===== config.mk =====
export PLATFORM = sky130hd
export DESIGN_NAME = srf_unit
export DESIGN_NICKNAME = d
export VERILOG_FILES = /design/src/hw/srf_pkg.sv /design/src/hw/srf_unit.sv
export SDC_FILE = /design/constraint.sdc
export NUM_CORES = 1
export LEC_CHECK = 0
export BUFFER_PORTS_ARGS = -buffer_cell sky130_fd_sc_hd__buf_2
export CORE_ASPECT_RATIO = 1.5
export CORE_UTILIZATION = 58
export DETAILED_ROUTE_END_ITERATION = 12
export PLACE_DENSITY = 0.8
export REMOVE_ABC_BUFFERS = 1
export SLEW_MARGIN = 20
export SYNTH_ARGS = -nofsm -noshare
export SYNTH_HDL_FRONTEND = slang
export SYNTH_SLANG_ARGS = --single-unit

===== constraint.sdc =====
create_clock -name i_clk -period 3 [get_ports i_clk]
set_clock_uncertainty 0.2 [all_clocks]
set_input_delay 0.3 -clock i_clk [delete_from_list [all_inputs] [get_ports i_clk]]
set_output_delay 0.3 -clock i_clk [all_outputs]
set_load 0.03 [all_outputs]

===== src/hw/srf_pkg.sv =====
// How it works
// RULE1 - Rotate right moves lowest bit into carry and into top bit, once per step.
// RULE2 - Rotate right by one sets overflow when two top result bits differ.
// RULE3 - Flag load copies acc high bits 7,6,4,2,0 to sign,zero,aux,parity,carry.
// RULE4 - Flag load overwrites those five flags fully and leaves the others alone.
// RULE5 - Left shift moves the top bit into carry on every step.
// RULE6 - Left shift inserts a zero at the lowest bit on every step.
// RULE7 - Logical and arithmetic left shift are one operation with the same flags.
// RULE8 - Left shift overflow clears when sign keeps its value; by one, top differs carry.
// RULE9 - Arithmetic right shift refills the top with the sign, lowest bit to carry.
// RULE10 - Arithmetic right shift rounds negatives toward minus infinity.
// RULE11 - Destination is register or memory; count is immediate or count register. CTRL_DEST_MEM is unused; result is in REG_RESULT.
// RULE12 - Unaffected flags hold, updated flags get new values, undefined ones are free.
package srf_pkg;
   // Register byte offsets
   localparam logic [4:0] REG_OPERAND = 5'h00;
   localparam logic [4:0] REG_IMM_COUNT = 5'h04;
   localparam logic [4:0] REG_COUNT = 5'h08;
   localparam logic [4:0] REG_ACC = 5'h0c;
   localparam logic [4:0] REG_FLAGS = 5'h10;
   localparam logic [4:0] REG_CTRL = 5'h14;
   localparam logic [4:0] REG_RESULT = 5'h18;
   // Control field positions
   localparam int CTRL_OP_LSB = 0;
   localparam int CTRL_WORD = 3;
   localparam int CTRL_CNT_SRC = 4;
   localparam int CTRL_DEST_MEM = 5;
   localparam int CTRL_BUSY = 8;
   // Operation codes
   localparam logic [2:0] OP_ROTATE_RIGHT = 3'h0;
   localparam logic [2:0] OP_LOGICAL_LEFT = 3'h1;
   localparam logic [2:0] OP_ARITH_LEFT = 3'h2;
   localparam logic [2:0] OP_ARITH_RIGHT = 3'h3;
   localparam logic [2:0] OP_FLAGS_FROM_ACC = 3'h4;
   // Flag bit positions
   localparam int CARRY_FLAG = 0;
   localparam int PARITY_FLAG = 2;
   localparam int AUX_CARRY_FLAG = 4;
   localparam int ZERO_FLAG = 6;
   localparam int SIGN_FLAG = 7;
   localparam int OVERFLOW_FLAG = 11;
   // Reset values
   localparam logic [15:0] RST_WORD = 16'h0000;
   localparam logic [7:0] RST_BYTE = 8'h00;
   typedef enum logic {ST_IDLE, ST_RUN} srf_state_e;
endpackage


===== src/hw/srf_unit.sv =====
// The register addresses and the Wishbone slave port were chosen for this implementation.
`timescale 1ns/10ps
module srf_unit (
   input wire logic i_clk,
   input wire logic i_rst_n,
   input wire logic i_wb_cyc,
   input wire logic i_wb_stb,
   input wire logic i_wb_we,
   input wire logic [4:0] i_wb_adr,
   input wire logic [3:0] i_wb_sel,
   input wire logic [31:0] i_wb_dat,
   output logic [31:0] o_wb_dat,
   output logic o_wb_ack,
   output logic o_busy
);
   logic ack_q;
   logic [31:0] rdat_q;
   logic [31:0] rdat_d;
   logic [15:0] operand_q;
   logic [7:0] imm_cnt_q;
   logic [7:0] cnt_reg_q;
   logic [15:0] acc_q;
   logic [15:0] flags_q;
   logic [15:0] flags_d;
   logic [5:0] ctrl_q;
   logic [15:0] work_q;
   logic [15:0] work_d;
   logic [7:0] temp_q;
   logic cf_q;
   logic cf_d;
   logic orig_sign_q;
   logic one_step_q;
   srf_pkg::srf_state_e state_q;

   // Merge write data into a 16-bit register under the two low byte lanes
   function automatic logic [15:0] lane_merge(input logic [15:0] old, input logic [31:0] dat,
                                              input logic [3:0] sel);
      lane_merge = {sel[1] ? dat[15:8] : old[15:8], sel[0] ? dat[7:0] : old[7:0]};
   endfunction

   // One step of the selected shift; returns {carry, value}, upper byte kept in byte mode
   function automatic logic [16:0] step(input logic [15:0] w, input logic word,
                                        input logic [2:0] op);
      logic [16:0] r;
      r = {1'b0, w};
      if (word) begin
         case (op)
            srf_pkg::OP_ROTATE_RIGHT: r = {w[0], w[0], w[15:1]};
            srf_pkg::OP_ARITH_RIGHT: r = {w[0], w[15], w[15:1]};
            default: r = {w[15], w[14:0], 1'b0};
         endcase
      end else begin
         case (op)
            srf_pkg::OP_ROTATE_RIGHT: r = {w[0], w[15:8], w[0], w[7:1]};
            srf_pkg::OP_ARITH_RIGHT: r = {w[0], w[15:8], w[7], w[7:1]};
            default: r = {w[7], w[15:8], w[6:0], 1'b0};
         endcase
      end
      step = r;
   endfunction

   // Bus decode
   wire logic req = i_wb_cyc & i_wb_stb;
   wire logic wr_fire = req & i_wb_we & ack_q;
   wire logic [3:0] wsel = i_wb_sel;
   wire logic busy = (state_q == srf_pkg::ST_RUN);
   wire logic start = wr_fire & (i_wb_adr == srf_pkg::REG_CTRL) & ~busy;
   wire logic [2:0] new_op = i_wb_dat[srf_pkg::CTRL_OP_LSB +: 3];
   wire logic new_word = i_wb_dat[srf_pkg::CTRL_WORD];
   wire logic [7:0] new_count = i_wb_dat[srf_pkg::CTRL_CNT_SRC] ? cnt_reg_q : imm_cnt_q; // see RULE11
   wire logic [2:0] op = ctrl_q[srf_pkg::CTRL_OP_LSB +: 3];
   wire logic word = ctrl_q[srf_pkg::CTRL_WORD];
   wire logic [16:0] stepped = step(work_q, word, op);
   wire logic done = busy & (temp_q == 8'h00);
   wire logic res_msb = word ? work_q[15] : work_q[7];
   wire logic res_next = word ? work_q[14] : work_q[6];
   wire logic res_zero = word ? (work_q == 16'h0000) : (work_q[7:0] == 8'h00);
   wire logic is_ror = (op == srf_pkg::OP_ROTATE_RIGHT);
   wire logic is_sar = (op == srf_pkg::OP_ARITH_RIGHT);
   wire logic shl_ovf = one_step_q ? (res_msb ^ cf_q) : (res_msb ^ orig_sign_q); // see RULE8

   // Read mux; unmapped offsets read as zero
   always_comb begin
      rdat_d = 32'h00000000;
      case (i_wb_adr)
         srf_pkg::REG_OPERAND: rdat_d = {16'h0000, operand_q};
         srf_pkg::REG_IMM_COUNT: rdat_d = {24'h000000, imm_cnt_q};
         srf_pkg::REG_COUNT: rdat_d = {24'h000000, cnt_reg_q};
         srf_pkg::REG_ACC: rdat_d = {16'h0000, acc_q};
         srf_pkg::REG_FLAGS: rdat_d = {16'h0000, flags_q};
         srf_pkg::REG_CTRL: rdat_d = {23'h0, busy, 2'h0, ctrl_q};
         srf_pkg::REG_RESULT: rdat_d = {16'h0000, work_q};
         default: rdat_d = 32'h00000000;
      endcase
   end

   // Next flags: flag load at start, shift flags at completion, software write when idle
   always_comb begin
      flags_d = flags_q;
      if (start && new_op == srf_pkg::OP_FLAGS_FROM_ACC) begin
         flags_d[srf_pkg::SIGN_FLAG] = acc_q[15]; // see RULE3
         flags_d[srf_pkg::ZERO_FLAG] = acc_q[14]; // see RULE3
         flags_d[srf_pkg::AUX_CARRY_FLAG] = acc_q[12]; // see RULE3
         flags_d[srf_pkg::PARITY_FLAG] = acc_q[10]; // see RULE3, RULE4
         flags_d[srf_pkg::CARRY_FLAG] = acc_q[8]; // see RULE3, RULE4
      end else if (done) begin
         flags_d[srf_pkg::CARRY_FLAG] = cf_q; // see RULE1, RULE5, RULE9
         if (is_ror) begin
            flags_d[srf_pkg::OVERFLOW_FLAG] = res_msb ^ res_next; // see RULE2
         end else begin
            // Rotate leaves sign, zero and parity alone; shifts update them
            flags_d[srf_pkg::OVERFLOW_FLAG] = is_sar ? 1'b0 : shl_ovf; // see RULE8, RULE7
            flags_d[srf_pkg::SIGN_FLAG] = res_msb; // see RULE12
            flags_d[srf_pkg::ZERO_FLAG] = res_zero;
            flags_d[srf_pkg::PARITY_FLAG] = ~^work_q[7:0];
         end
      end else if (wr_fire && !busy && i_wb_adr == srf_pkg::REG_FLAGS) begin
         flags_d = lane_merge(flags_q, i_wb_dat, wsel);
      end
   end

   // Work value and carry stepping
   always_comb begin
      work_d = work_q;
      cf_d = cf_q;
      if (start) begin
         work_d = operand_q;
         cf_d = flags_q[srf_pkg::CARRY_FLAG];
      end else if (busy && temp_q != 8'h00) begin
         work_d = stepped[15:0]; // see RULE1, RULE5, RULE6, RULE9, RULE10
         cf_d = stepped[16];
      end
   end

   // Wishbone ack drops in the cycle after it is given
   always_ff @(posedge i_clk or negedge i_rst_n) begin
      if (!i_rst_n) begin
         ack_q <= 1'b0;
         rdat_q <= 32'h00000000;
      end else begin
         ack_q <= req & ~ack_q;
         rdat_q <= rdat_d;
      end
   end

   // Software registers; writes take effect at the ack edge
   always_ff @(posedge i_clk or negedge i_rst_n) begin
      if (!i_rst_n) begin
         operand_q <= srf_pkg::RST_WORD;
         imm_cnt_q <= srf_pkg::RST_BYTE;
         cnt_reg_q <= srf_pkg::RST_BYTE;
         acc_q <= srf_pkg::RST_WORD;
         ctrl_q <= 6'h00;
      end else if (wr_fire) begin
         case (i_wb_adr)
            srf_pkg::REG_OPERAND: operand_q <= lane_merge(operand_q, i_wb_dat, wsel);
            srf_pkg::REG_IMM_COUNT: imm_cnt_q <= wsel[0] ? i_wb_dat[7:0] : imm_cnt_q;
            srf_pkg::REG_COUNT: cnt_reg_q <= wsel[0] ? i_wb_dat[7:0] : cnt_reg_q;
            srf_pkg::REG_ACC: acc_q <= lane_merge(acc_q, i_wb_dat, wsel);
            srf_pkg::REG_CTRL: ctrl_q <= busy ? ctrl_q : i_wb_dat[5:0];
            default: ctrl_q <= ctrl_q;
         endcase
      end
   end

   // Step engine: one count step per clock, so a nonzero shift count of n keeps busy high for n+1 cycles
   always_ff @(posedge i_clk or negedge i_rst_n) begin
      if (!i_rst_n) begin
         state_q <= srf_pkg::ST_IDLE;
         temp_q <= srf_pkg::RST_BYTE;
         orig_sign_q <= 1'b0;
         one_step_q <= 1'b0;
         work_q <= srf_pkg::RST_WORD;
         cf_q <= 1'b0;
         flags_q <= srf_pkg::RST_WORD;
      end else begin
         work_q <= work_d;
         cf_q <= cf_d;
         flags_q <= flags_d;
         if (start && new_op != srf_pkg::OP_FLAGS_FROM_ACC && new_count != 8'h00) begin
            state_q <= srf_pkg::ST_RUN;
            temp_q <= new_count;
            one_step_q <= (new_count == 8'h01);
            orig_sign_q <= new_word ? operand_q[15] : operand_q[7];
         end else if (busy && temp_q != 8'h00) begin
            temp_q <= temp_q - 8'h01;
         end else if (done) begin
            state_q <= srf_pkg::ST_IDLE;
         end
      end
   end

   assign o_wb_ack = ack_q;
   assign o_wb_dat = ack_q ? rdat_q : 32'h00000000;
   assign o_busy = busy;

   property p_flag_load;
      @(posedge i_clk) disable iff (!i_rst_n)
      (start && new_op == srf_pkg::OP_FLAGS_FROM_ACC) |=>
         flags_q[7:0] == {$past(acc_q[15:14]), $past(flags_q[5]), $past(acc_q[12]),
                          $past(flags_q[3]), $past(acc_q[10]), $past(flags_q[1]), $past(acc_q[8])};
   endproperty
   a_flag_load: assert property (p_flag_load) else $error("flag load mismatch"); // see RULE3

   property p_flag_load_keep;
      @(posedge i_clk) disable iff (!i_rst_n)
      (start && new_op == srf_pkg::OP_FLAGS_FROM_ACC) |=> $stable(flags_q[15:8]);
   endproperty
   a_flag_load_keep: assert property (p_flag_load_keep) else $error("flag load touched others"); // see RULE4

   property p_ror_step;
      @(posedge i_clk) disable iff (!i_rst_n)
      (busy && temp_q != 8'h00 && is_ror && word) |=>
         work_q == {$past(work_q[0]), $past(work_q[15:1])} && cf_q == $past(work_q[0]);
   endproperty
   a_ror_step: assert property (p_ror_step) else $error("rotate step wrong"); // see RULE1

   property p_shl_step;
      @(posedge i_clk) disable iff (!i_rst_n)
      (busy && temp_q != 8'h00 && !is_ror && !is_sar && !word) |=>
         work_q[7:0] == {$past(work_q[6:0]), 1'b0} && cf_q == $past(work_q[7]);
   endproperty
   a_shl_step: assert property (p_shl_step) else $error("left shift step wrong"); // see RULE5, RULE6

   property p_sar_step;
      @(posedge i_clk) disable iff (!i_rst_n)
      (busy && temp_q != 8'h00 && is_sar && word) |=>
         $signed(work_q) == ($signed($past(work_q)) >>> 1) && cf_q == $past(work_q[0]);
   endproperty
   a_sar_step: assert property (p_sar_step) else $error("arith right step wrong"); // see RULE9, RULE10

   property p_ror_ovf;
      @(posedge i_clk) disable iff (!i_rst_n)
      (done && is_ror && one_step_q) |=>
         flags_q[srf_pkg::OVERFLOW_FLAG] == ($past(res_msb) ^ $past(res_next))
         && $stable(flags_q[srf_pkg::SIGN_FLAG]);
   endproperty
   a_ror_ovf: assert property (p_ror_ovf) else $error("rotate overflow wrong"); // see RULE2, RULE12

   property p_shl_ovf;
      @(posedge i_clk) disable iff (!i_rst_n)
      (done && one_step_q && (op == srf_pkg::OP_LOGICAL_LEFT || op == srf_pkg::OP_ARITH_LEFT)) |=>
         flags_q[srf_pkg::OVERFLOW_FLAG] == ($past(res_msb) ^ flags_q[srf_pkg::CARRY_FLAG]);
   endproperty
   a_shl_ovf: assert property (p_shl_ovf) else $error("left shift overflow wrong"); // see RULE8, RULE7

   property p_count_src;
      @(posedge i_clk) disable iff (!i_rst_n)
      (start && new_op != srf_pkg::OP_FLAGS_FROM_ACC && i_wb_dat[srf_pkg::CTRL_CNT_SRC]
       && cnt_reg_q == 8'h03) |=> busy [*3] ##1 done ##1 !busy;
   endproperty
   a_count_src: assert property (p_count_src) else $error("count register not used"); // see RULE11

   property p_ack;
      @(posedge i_clk) disable iff (!i_rst_n)
      (req && !ack_q) |=> ack_q ##1 !ack_q;
   endproperty
   a_ack: assert property (p_ack) else $error("bus ack timing wrong");
endmodule


=== Yosys cells after proc, flatten, opt, wreduce, memory -nomap -nowiden ===
Index checks and enable logic that the tools add are counted.

* Register bits after elaboration: 131
* Input port bits: 46
* Output and inout bits: 34
* Word-level logic and storage cells: 132

* $add $sub $neg: 1
* Eq/ne operators: 15
* Mux-type cells: 36
* Bitwise operators: 14
* Reductions and logical operators: 42

{| class="wikitable"
|+ Operators by type and width
! cell !! number
|-
| $pmux W16 S7 || 1
|-
| $pmux W17 S2 || 2
|-
| $reduce_and A3 Y1 || 11
|-
| $mux W16 || 2
|-
| $mux W32 || 1
|-
| $mux W8 || 4
|-
| $mux W1 || 19
|-
| $mux W17 || 1
|-
| $logic_not A16 Y1 || 1
|-
| $logic_not A8 Y1 || 2
|-
| $reduce_bool A2 Y1 || 8
|-
| $reduce_bool A8 Y1 || 2
|-
| $eq A5 B5 Y1 const B || 3
|-
| $mux W12 || 1
|-
| $eq A5 B4 Y1 const B || 2
|-
| $eq A8 B1 Y1 const B || 1
|-
| $mux W2 || 4
|-
| $reduce_and A2 Y1 || 4
|-
| $reduce_and A4 Y1 || 2
|-
| $reduce_xnor A8 Y1 || 1
|-
| $sub A8 B1 Y8 const B || 1
|-
| $and A1 B1 Y1 || 7
|-
| $logic_and A1 B1 Y1 || 6
|-
| $ne A3 B3 Y1 const B || 2
|-
| 13 further kinds || 20
|}

=== Longest topological paths before layout ===
Gate-level depths: netlist of run 1.

* Depth in word-level cells: 9
* Gate-level depth with buffers: 9
* Depth with buffers taken out: 7

=== Worst setup path after synthesis of run 1 ===
OpenSTA, ideal clock, no wires.

* Path type: register to register
* Start: reg temp_q[0]
* End: reg flags_q[0]
* Setup time: 0.134 ns
* Arrival time: 1.893 ns
* Required time: 2.666 ns
* Slack: 0.773 ns
* Cell stages (with the launch flop): 8
* Path buffers: 1
* Clock period less this slack: 2.227 ns
* Cell sequence: dfrtp_1 inv_1 ha_1 or4b_1 buf_2 or3_4 a32oi_1 o211ai_1

* Longest elaborated chain between the ends: 4
* Elaborated cells between the ends (all ways): 7
* Those cells by class: mux (2); bitwise (1); reduce/logical (4)

{| class="wikitable"
|+ RTL lines
! element !! line !! RTL
|-
| from (decl) || srf_unit.sv:28 || <nowiki>logic [7:0] temp_q;</nowiki>
|-
| from (signal assigned) || srf_unit.sv:170 || <nowiki>temp_q <= srf_pkg::RST_BYTE;</nowiki>
|-
| from (signal assigned) || srf_unit.sv:182 || <nowiki>temp_q <= new_count;</nowiki>
|-
| from (signal assigned) || srf_unit.sv:186 || <nowiki>temp_q <= temp_q - 8'h01;</nowiki>
|-
| $logic_not A8 Y1 (*) || srf_unit.sv:74 || <nowiki>wire logic done = busy & (temp_q == 8'h00);</nowiki>
|-
| $and A1 B1 Y1 (*) || srf_unit.sv:74 ||
|-
| $reduce_bool A3 Y1 (no source line) / $mux W1 (equally long branches) || - ||
|-
| $reduce_and A2 Y1 (no source line) / $mux W1 (equally long branches) || - ||
|-
| to (signal assigned) || srf_unit.sv:175 || <nowiki>flags_q <= srf_pkg::RST_WORD;</nowiki>
|-
| to (signal assigned) || srf_unit.sv:179 || <nowiki>flags_q <= flags_d;</nowiki>
|-
| to (decl) || srf_unit.sv:23 || <nowiki>logic [15:0] flags_q;</nowiki>
|}

Every way passes the cells marked *; elsewhere a longest branch is shown, timed or not.
A chain may end at the register's enable or synchronous reset.

=== Worst setup path in the final report of run 1 ===
* Start: reg temp_q[0]
* End: reg work_q[7]

* Longest elaborated chain between the ends: 4

{| class="wikitable"
|+ RTL lines
! element !! line !! RTL
|-
| $reduce_bool A8 Y1 || srf_unit.sv:129 || <nowiki>end else if (busy && temp_q != 8'h00) begin</nowiki>
|-
| $logic_and A1 B1 Y1 || srf_unit.sv:129 ||
|-
| $reduce_bool A2 Y1 (no source line) || - ||
|-
| $reduce_and A2 Y1 (no source line) || - ||
|-
| to (signal assigned) || srf_unit.sv:173 || <nowiki>work_q <= srf_pkg::RST_WORD;</nowiki>
|-
| to (signal assigned) || srf_unit.sv:177 || <nowiki>work_q <= work_d;</nowiki>
|-
| to (decl) || srf_unit.sv:26 || <nowiki>logic [15:0] work_q;</nowiki>
|}

Every way passes these cells.

==> impl_metrics.toml, run 1 <==
[synthesis]
synth_warnings = 0
synth_area_leaders = "dfrtp_1 48%, mux2_2 12%, mux2i_1 3.5%"
synth_top_area_cell = "dfrtp_1"
ys_seq_area_share_pct = 47.6
synth_edf_count = 0
synth_cell_types = 70
synth_flop_cell = "dfrtp_1"
synth_seq_cells = 115
syn_avg_cell_area_um2 = 11.0
yosys.area.top_type_share_pct = 47.6
syn_area_um2 = 6050
synthCells = 552
synth-async-reset-ratio_pct = 100

[drt]
route.detailed.drc = 0
dr.pass1.iters = 6
vias = 4883
vias_per_cell = 6.55
routed_wl_mm = 15.9
wl_per_cell_um = 21.3
drtAntennaViolNets = 0
drt_first_iter_violations = 606

[global_routing]
overflow = 0
first_global_vias = 4914
antenna_found_initial = 0
grt_pass1_wl_mm = 25.5
grt_max_degree = 73
grt_usage_pct = 31.5

[final_layout]
layout_common_cells = "115 x dfrtp_1, 62 x mux2_2, 53 x nand2_1"
area_growth_pct = 16.3
layout_commonest_cell = "dfrtp_1"
finalInstanceArea_um2 = 7030
drive_gt1_share_pct = 27.0
fin_nets = 667
n_antenna_cell = 0

[clock_tree]
cts_max_level = 4
clk_path_buf_depth = 2
clock-root-buffer = "clkbuf_16"
clk_pin_slew_ns = 0.05
cts_buffers = 17
holdBufCountCts = 13
post_cts.repair.setup_buffers = 0
cts_tree = "yes"
cts_resized = 0
clk_latency_ns = 0.42
clkSinkCount = 115

[worst_setup_path]
startpoint_type = "flip-flop"
cp.required_ns = 3.09
reg2reg_depth = 8
cp-end-kind = "flip-flop"
arrival_ns = 2.81
worstSetupPathType = "flip-flop to flip-flop"
worstPathMaxFanout = 15

[timing]
setup_viol = 0
fmaxAchievable_ghz = 0.367
final-hold-violation-count = 0
tns_ns = 0
worst_pin_slew_ns = 0.776
slew_headroom_pct = 47.6
rsz0062_at_grt = "no"
slew_violations = 0
period_share_pct = 90.8
period_minus_slack_ns = 2.72

[placement]
dpl-instance-area_um2 = 6330
port-buffer-count = 45
hpwl_mm = 11.1
place_congestion = 0.944

[worst_hold_path]
hold_depth = 2
hold_class = "input port to flip-flop"

[die]
core_region_area_um2 = 10100
rows = 45
die_x_um = 85.4
dieArea_um2 = 10800
initial_core_util_pct = 59.7
ios = 80
die_y_um = 127

[pwr]
vdd_drop_max_uv = 418
power_density_nw_per_um2 = 525
power_leakage_nw = 3.42
power_mw = 3.70

[run]
max_cap_violations = 0

[run_status]
status = "finished, final reports clean"
cells by family after synthesis:
| logic type | Yosys count | share of synthesized area (%) |
|---|---|---|
| and+or+nand+nor | 168 | 15.5 |
| DFF | 115 | 47.6 |
| AOI/OAI and AO/OA | 114 | 14.0 |
| muxes | 83 | 15.0 |
| buffers and inverters | 59 | 5.67 |
| xor gates and xnor gates | 7 | 1.14 |
| adders and majority gates | 5 | 1.03 |
| other | 1 | 0.0620 |
state kept, by name, indices dropped and copies added (netlist names):
name	count
acc_q	16
o_wb_ack	1
work_q	16
operand_q	16
imm_cnt_q	8
flags_q	16
cf_q	1
orig_sign_q	1
cnt_reg_q	8
ctrl_q	6
one_step_q	1
rdat_q	16
temp_q	8
o_busy	1
worst paths after layout:
kind / from / to / slack (ns)
max in group asynchronous: i_rst_n / ctrl_q[3] / 1.61
min in group asynchronous: i_rst_n / flags_q[10] / 0.22
setup / recovery: temp_q[0] / work_q[7] / 0.28
hold reg to reg: flags_q[4] / flags_q[4] / 0.27
setup reg to reg: temp_q[0] / work_q[7] / 0.28
hold / removal: i_wb_dat[6] / cnt_reg_q[6] / 0.02
metrics by stage:
step	cells	hold WS (ns)	util, %	worst slack (ns)
6_report	746	0.0200	69.4	0.276
5_1_grt	746	0.0244	69.4	0.183
4_1_cts	746	0.000956	69.4	0.332
3_5_place_dp	701	0.137	62.4	0.348
3_3_place_gp	701	0.132	62.4	0.426
2_1_floorplan	522	-0.196	-	0.272
layout make-up:
type,instances,area [um2]
Multi-Input combinational cell,393,2890
Inverter,14,52.6
Clock buffer,23,468
Clock inverter,9,105
Sequential cell,115,2880
Timing Repair Buffer,75,498
Tap cell,117,146
Fill cell,747,3100
where the power goes:
part           leakage, nW  internal (mW)  switching, mW  total (mW)
clock network        0.269           1.26          0.687        1.95
logic                 1.67         0.0534          0.122       0.175
registers             1.48           1.57        0.00878        1.57
total                 3.42           2.88          0.818        3.70
cells in the mapped netlist (13+ instances only):
cell      instances
a21o_1           14
inv_1            14
nor2_1           30
nand2_1          53
dfrtp_1         115
buf_4            18
mux2_2           62
and2_1           18
a22oi_1          13
a222oi_1         19
nor3_1           15
o21ai_0          14
mux2i_1          21
layer usage:
layer  up-vias  wire (um)  global-route usage (%)
met5         -          0                       0
met4         0       1060                    23.1
met3        84        890                    4.91
met2       252       8100                    53.4
met1      2401       5870                    35.9
li1       2146          -                       -
worst max-delay path, stage by stage, from the launching register on:
cell	delay, ns
dfrtp_1	0.40
inv_1	0.09
ha_1	0.22
nor4b_1	0.66
a21oi_1	0.32
buf_4	0.29
o31ai_1	0.09
mux2i_1	0.24
o21ai_1	0.08
Note: power is estimated with default switching activity, not from simulation.
==> run 2, diff against run 1 <==
- CORE_UTILIZATION: 58 -> 35
- PLACE_DENSITY: 0.8 -> unset
==> impl_metrics.toml, run 2 (synthesis results as in run 1) <==
[final_layout]
area_growth_pct = 20.3
drive_gt1_share_pct = 27.7
n_antenna_cell = 0
layout_common_cells = "115 x dfrtp_1, 62 x mux2_2, 53 x nand2_1"
multi_input_area_um2 = 2890
fin_nets = 670
layout_commonest_cell = "dfrtp_1"
final_cells = 841
fillers = 1557
regArea_um2 = 2880
finalInstanceArea_um2 = 7270
final_util_pct = 43.2

[worst_setup_path]
reg2reg_to = "flags_q[7]"
ff2ff_setup_slack_ns = 0.46
reg2reg_depth = 6
cp-end-kind = "flip-flop"
crit_start = "temp_q[0]"
worstPathMaxFanout = 7
startpoint_type = "flip-flop"
r2r_start = "temp_q[0]"
arrival_ns = 2.62
worstSetupPathType = "flip-flop to flip-flop"
cp.required_ns = 3.08

[timing]
slew_headroom_pct = 54.3
slew_violations = 0
period_minus_slack_ns = 2.54
fmaxAchievable_ghz = 0.394
tns_ns = 0
setup_viol = 0
final-hold-violation-count = 0
holdWs_ns = 0.00831
period_share_pct = 84.7
worst_pin_slew_ns = 0.686
rsz0062_at_grt = "no"
setup_slack_ns = 0.459

[placement]
dp_worst_setup_slack_ns = 0.340
place_congestion = 0.871
dpl-instance-area_um2 = 6480
hpwl_mm = 12.3
place_inst = 798
port-buffer-count = 45

[worst_hold_path]
worstHoldEndpoint = "imm_cnt_q[7]"
hold_depth = 2
min_from = "i_wb_dat[7]"
hold_class = "input port to flip-flop"

[clock_tree]
clkSinkCount = 115
cts_resized = 0
clk_pin_slew_ns = 0.05
clk_path_buf_depth = 2
clk_latency_ns = 0.41
cts_max_level = 4
clock-root-buffer = "clkbuf_16"
cts_tree = "yes"
cts_buffers = 17

[pwr]
pwr-share-seq_pct = 38.8
p_sw_share_pct = 20.9
vdd_drop_max_uv = 341
combinationalPowerShare_pct = 4.4
power_leakage_nw = 3.49
power_mw = 4.06
p_int_mw = 3.21
pwr-share-clk_pct = 56.8
power_density_nw_per_um2 = 558
p_switching_mw = 0.848

[drt]
routed_wl_mm = 16.9
route.detailed.drc = 0
wl_per_cell_um = 20.1
vias_per_cell = 5.59
drtAntennaViolNets = 0
drt_first_iter_violations = 294
vias = 4704
dr.pass1.iters = 5

[run_status]
status = "finished, final reports clean"

[die]
die_x_um = 109
ios = 80
initial_core_util_pct = 35.9
dieArea_um2 = 17800
die_y_um = 163
rows = 58
core_region_area_um2 = 16800

[global_routing]
grt_usage_pct = 20.4
grt_max_degree = 52
first_global_vias = 4833
grt_pass1_wl_mm = 26.9
overflow = 0
antenna_found_initial = 0

[run]
max_cap_violations = 0
## run 2: worst max path at each step
stage / cells after the start / endpoint / slack, ns
after detailed placement: 7 / work_q[15] / 0.34
after CTS: 7 / work_q[15] / 0.32
final: 6 / flags_q[7] / 0.46
after global routing: 7 / work_q[15] / 0.31
after global placement: 7 / work_q[15] / 0.43
after floorplan: 3 / cf_q / 0.27
## run 2: cell type report
class                           count  share of cell area [%]
Multi-Input combinational cell    393                    39.7
Sequential cell                   115                    39.6
Timing Repair Buffer               78                    7.29
Clock buffer                       21                    6.33
Tap cell                          210                    3.61
Clock inverter                     10                    2.80
Inverter                           14                   0.723
## run 2: power by group through the flow
stage	clock network, mW	logic [mW]	registers, mW
after floorplan	0	0.0654	1.60
after global placement	0	0.168	1.60
after detailed placement	0	0.171	1.60
after CTS	2.33	0.183	1.57
after global routing	2.39	0.198	1.57
final	2.31	0.180	1.57
## run 2: critical path, cell delays in order (launching register included)
cell and delay (ns):
dfrtp_1 0.41, inv_1 0.09, ha_1 0.21, or4b_1 0.63, or3_4 0.47, nor3_1 0.31
nor3_1 0.09
## run 2: repair_timing
| action | CTS | global route |
|---|---|---|
| hold endpoints to repair | 73 | 0 |
| hold buffers | 12 | 0 |
| setup buffers | 0 | 0 |
## run 2: per-layer routing
metal  share of wire, %  global-route usage [%]
met5                  0                       0
met4                3.6                    9.70
met3                4.7                    3.64
met2                 54                    36.4
met1                 38                    22.9
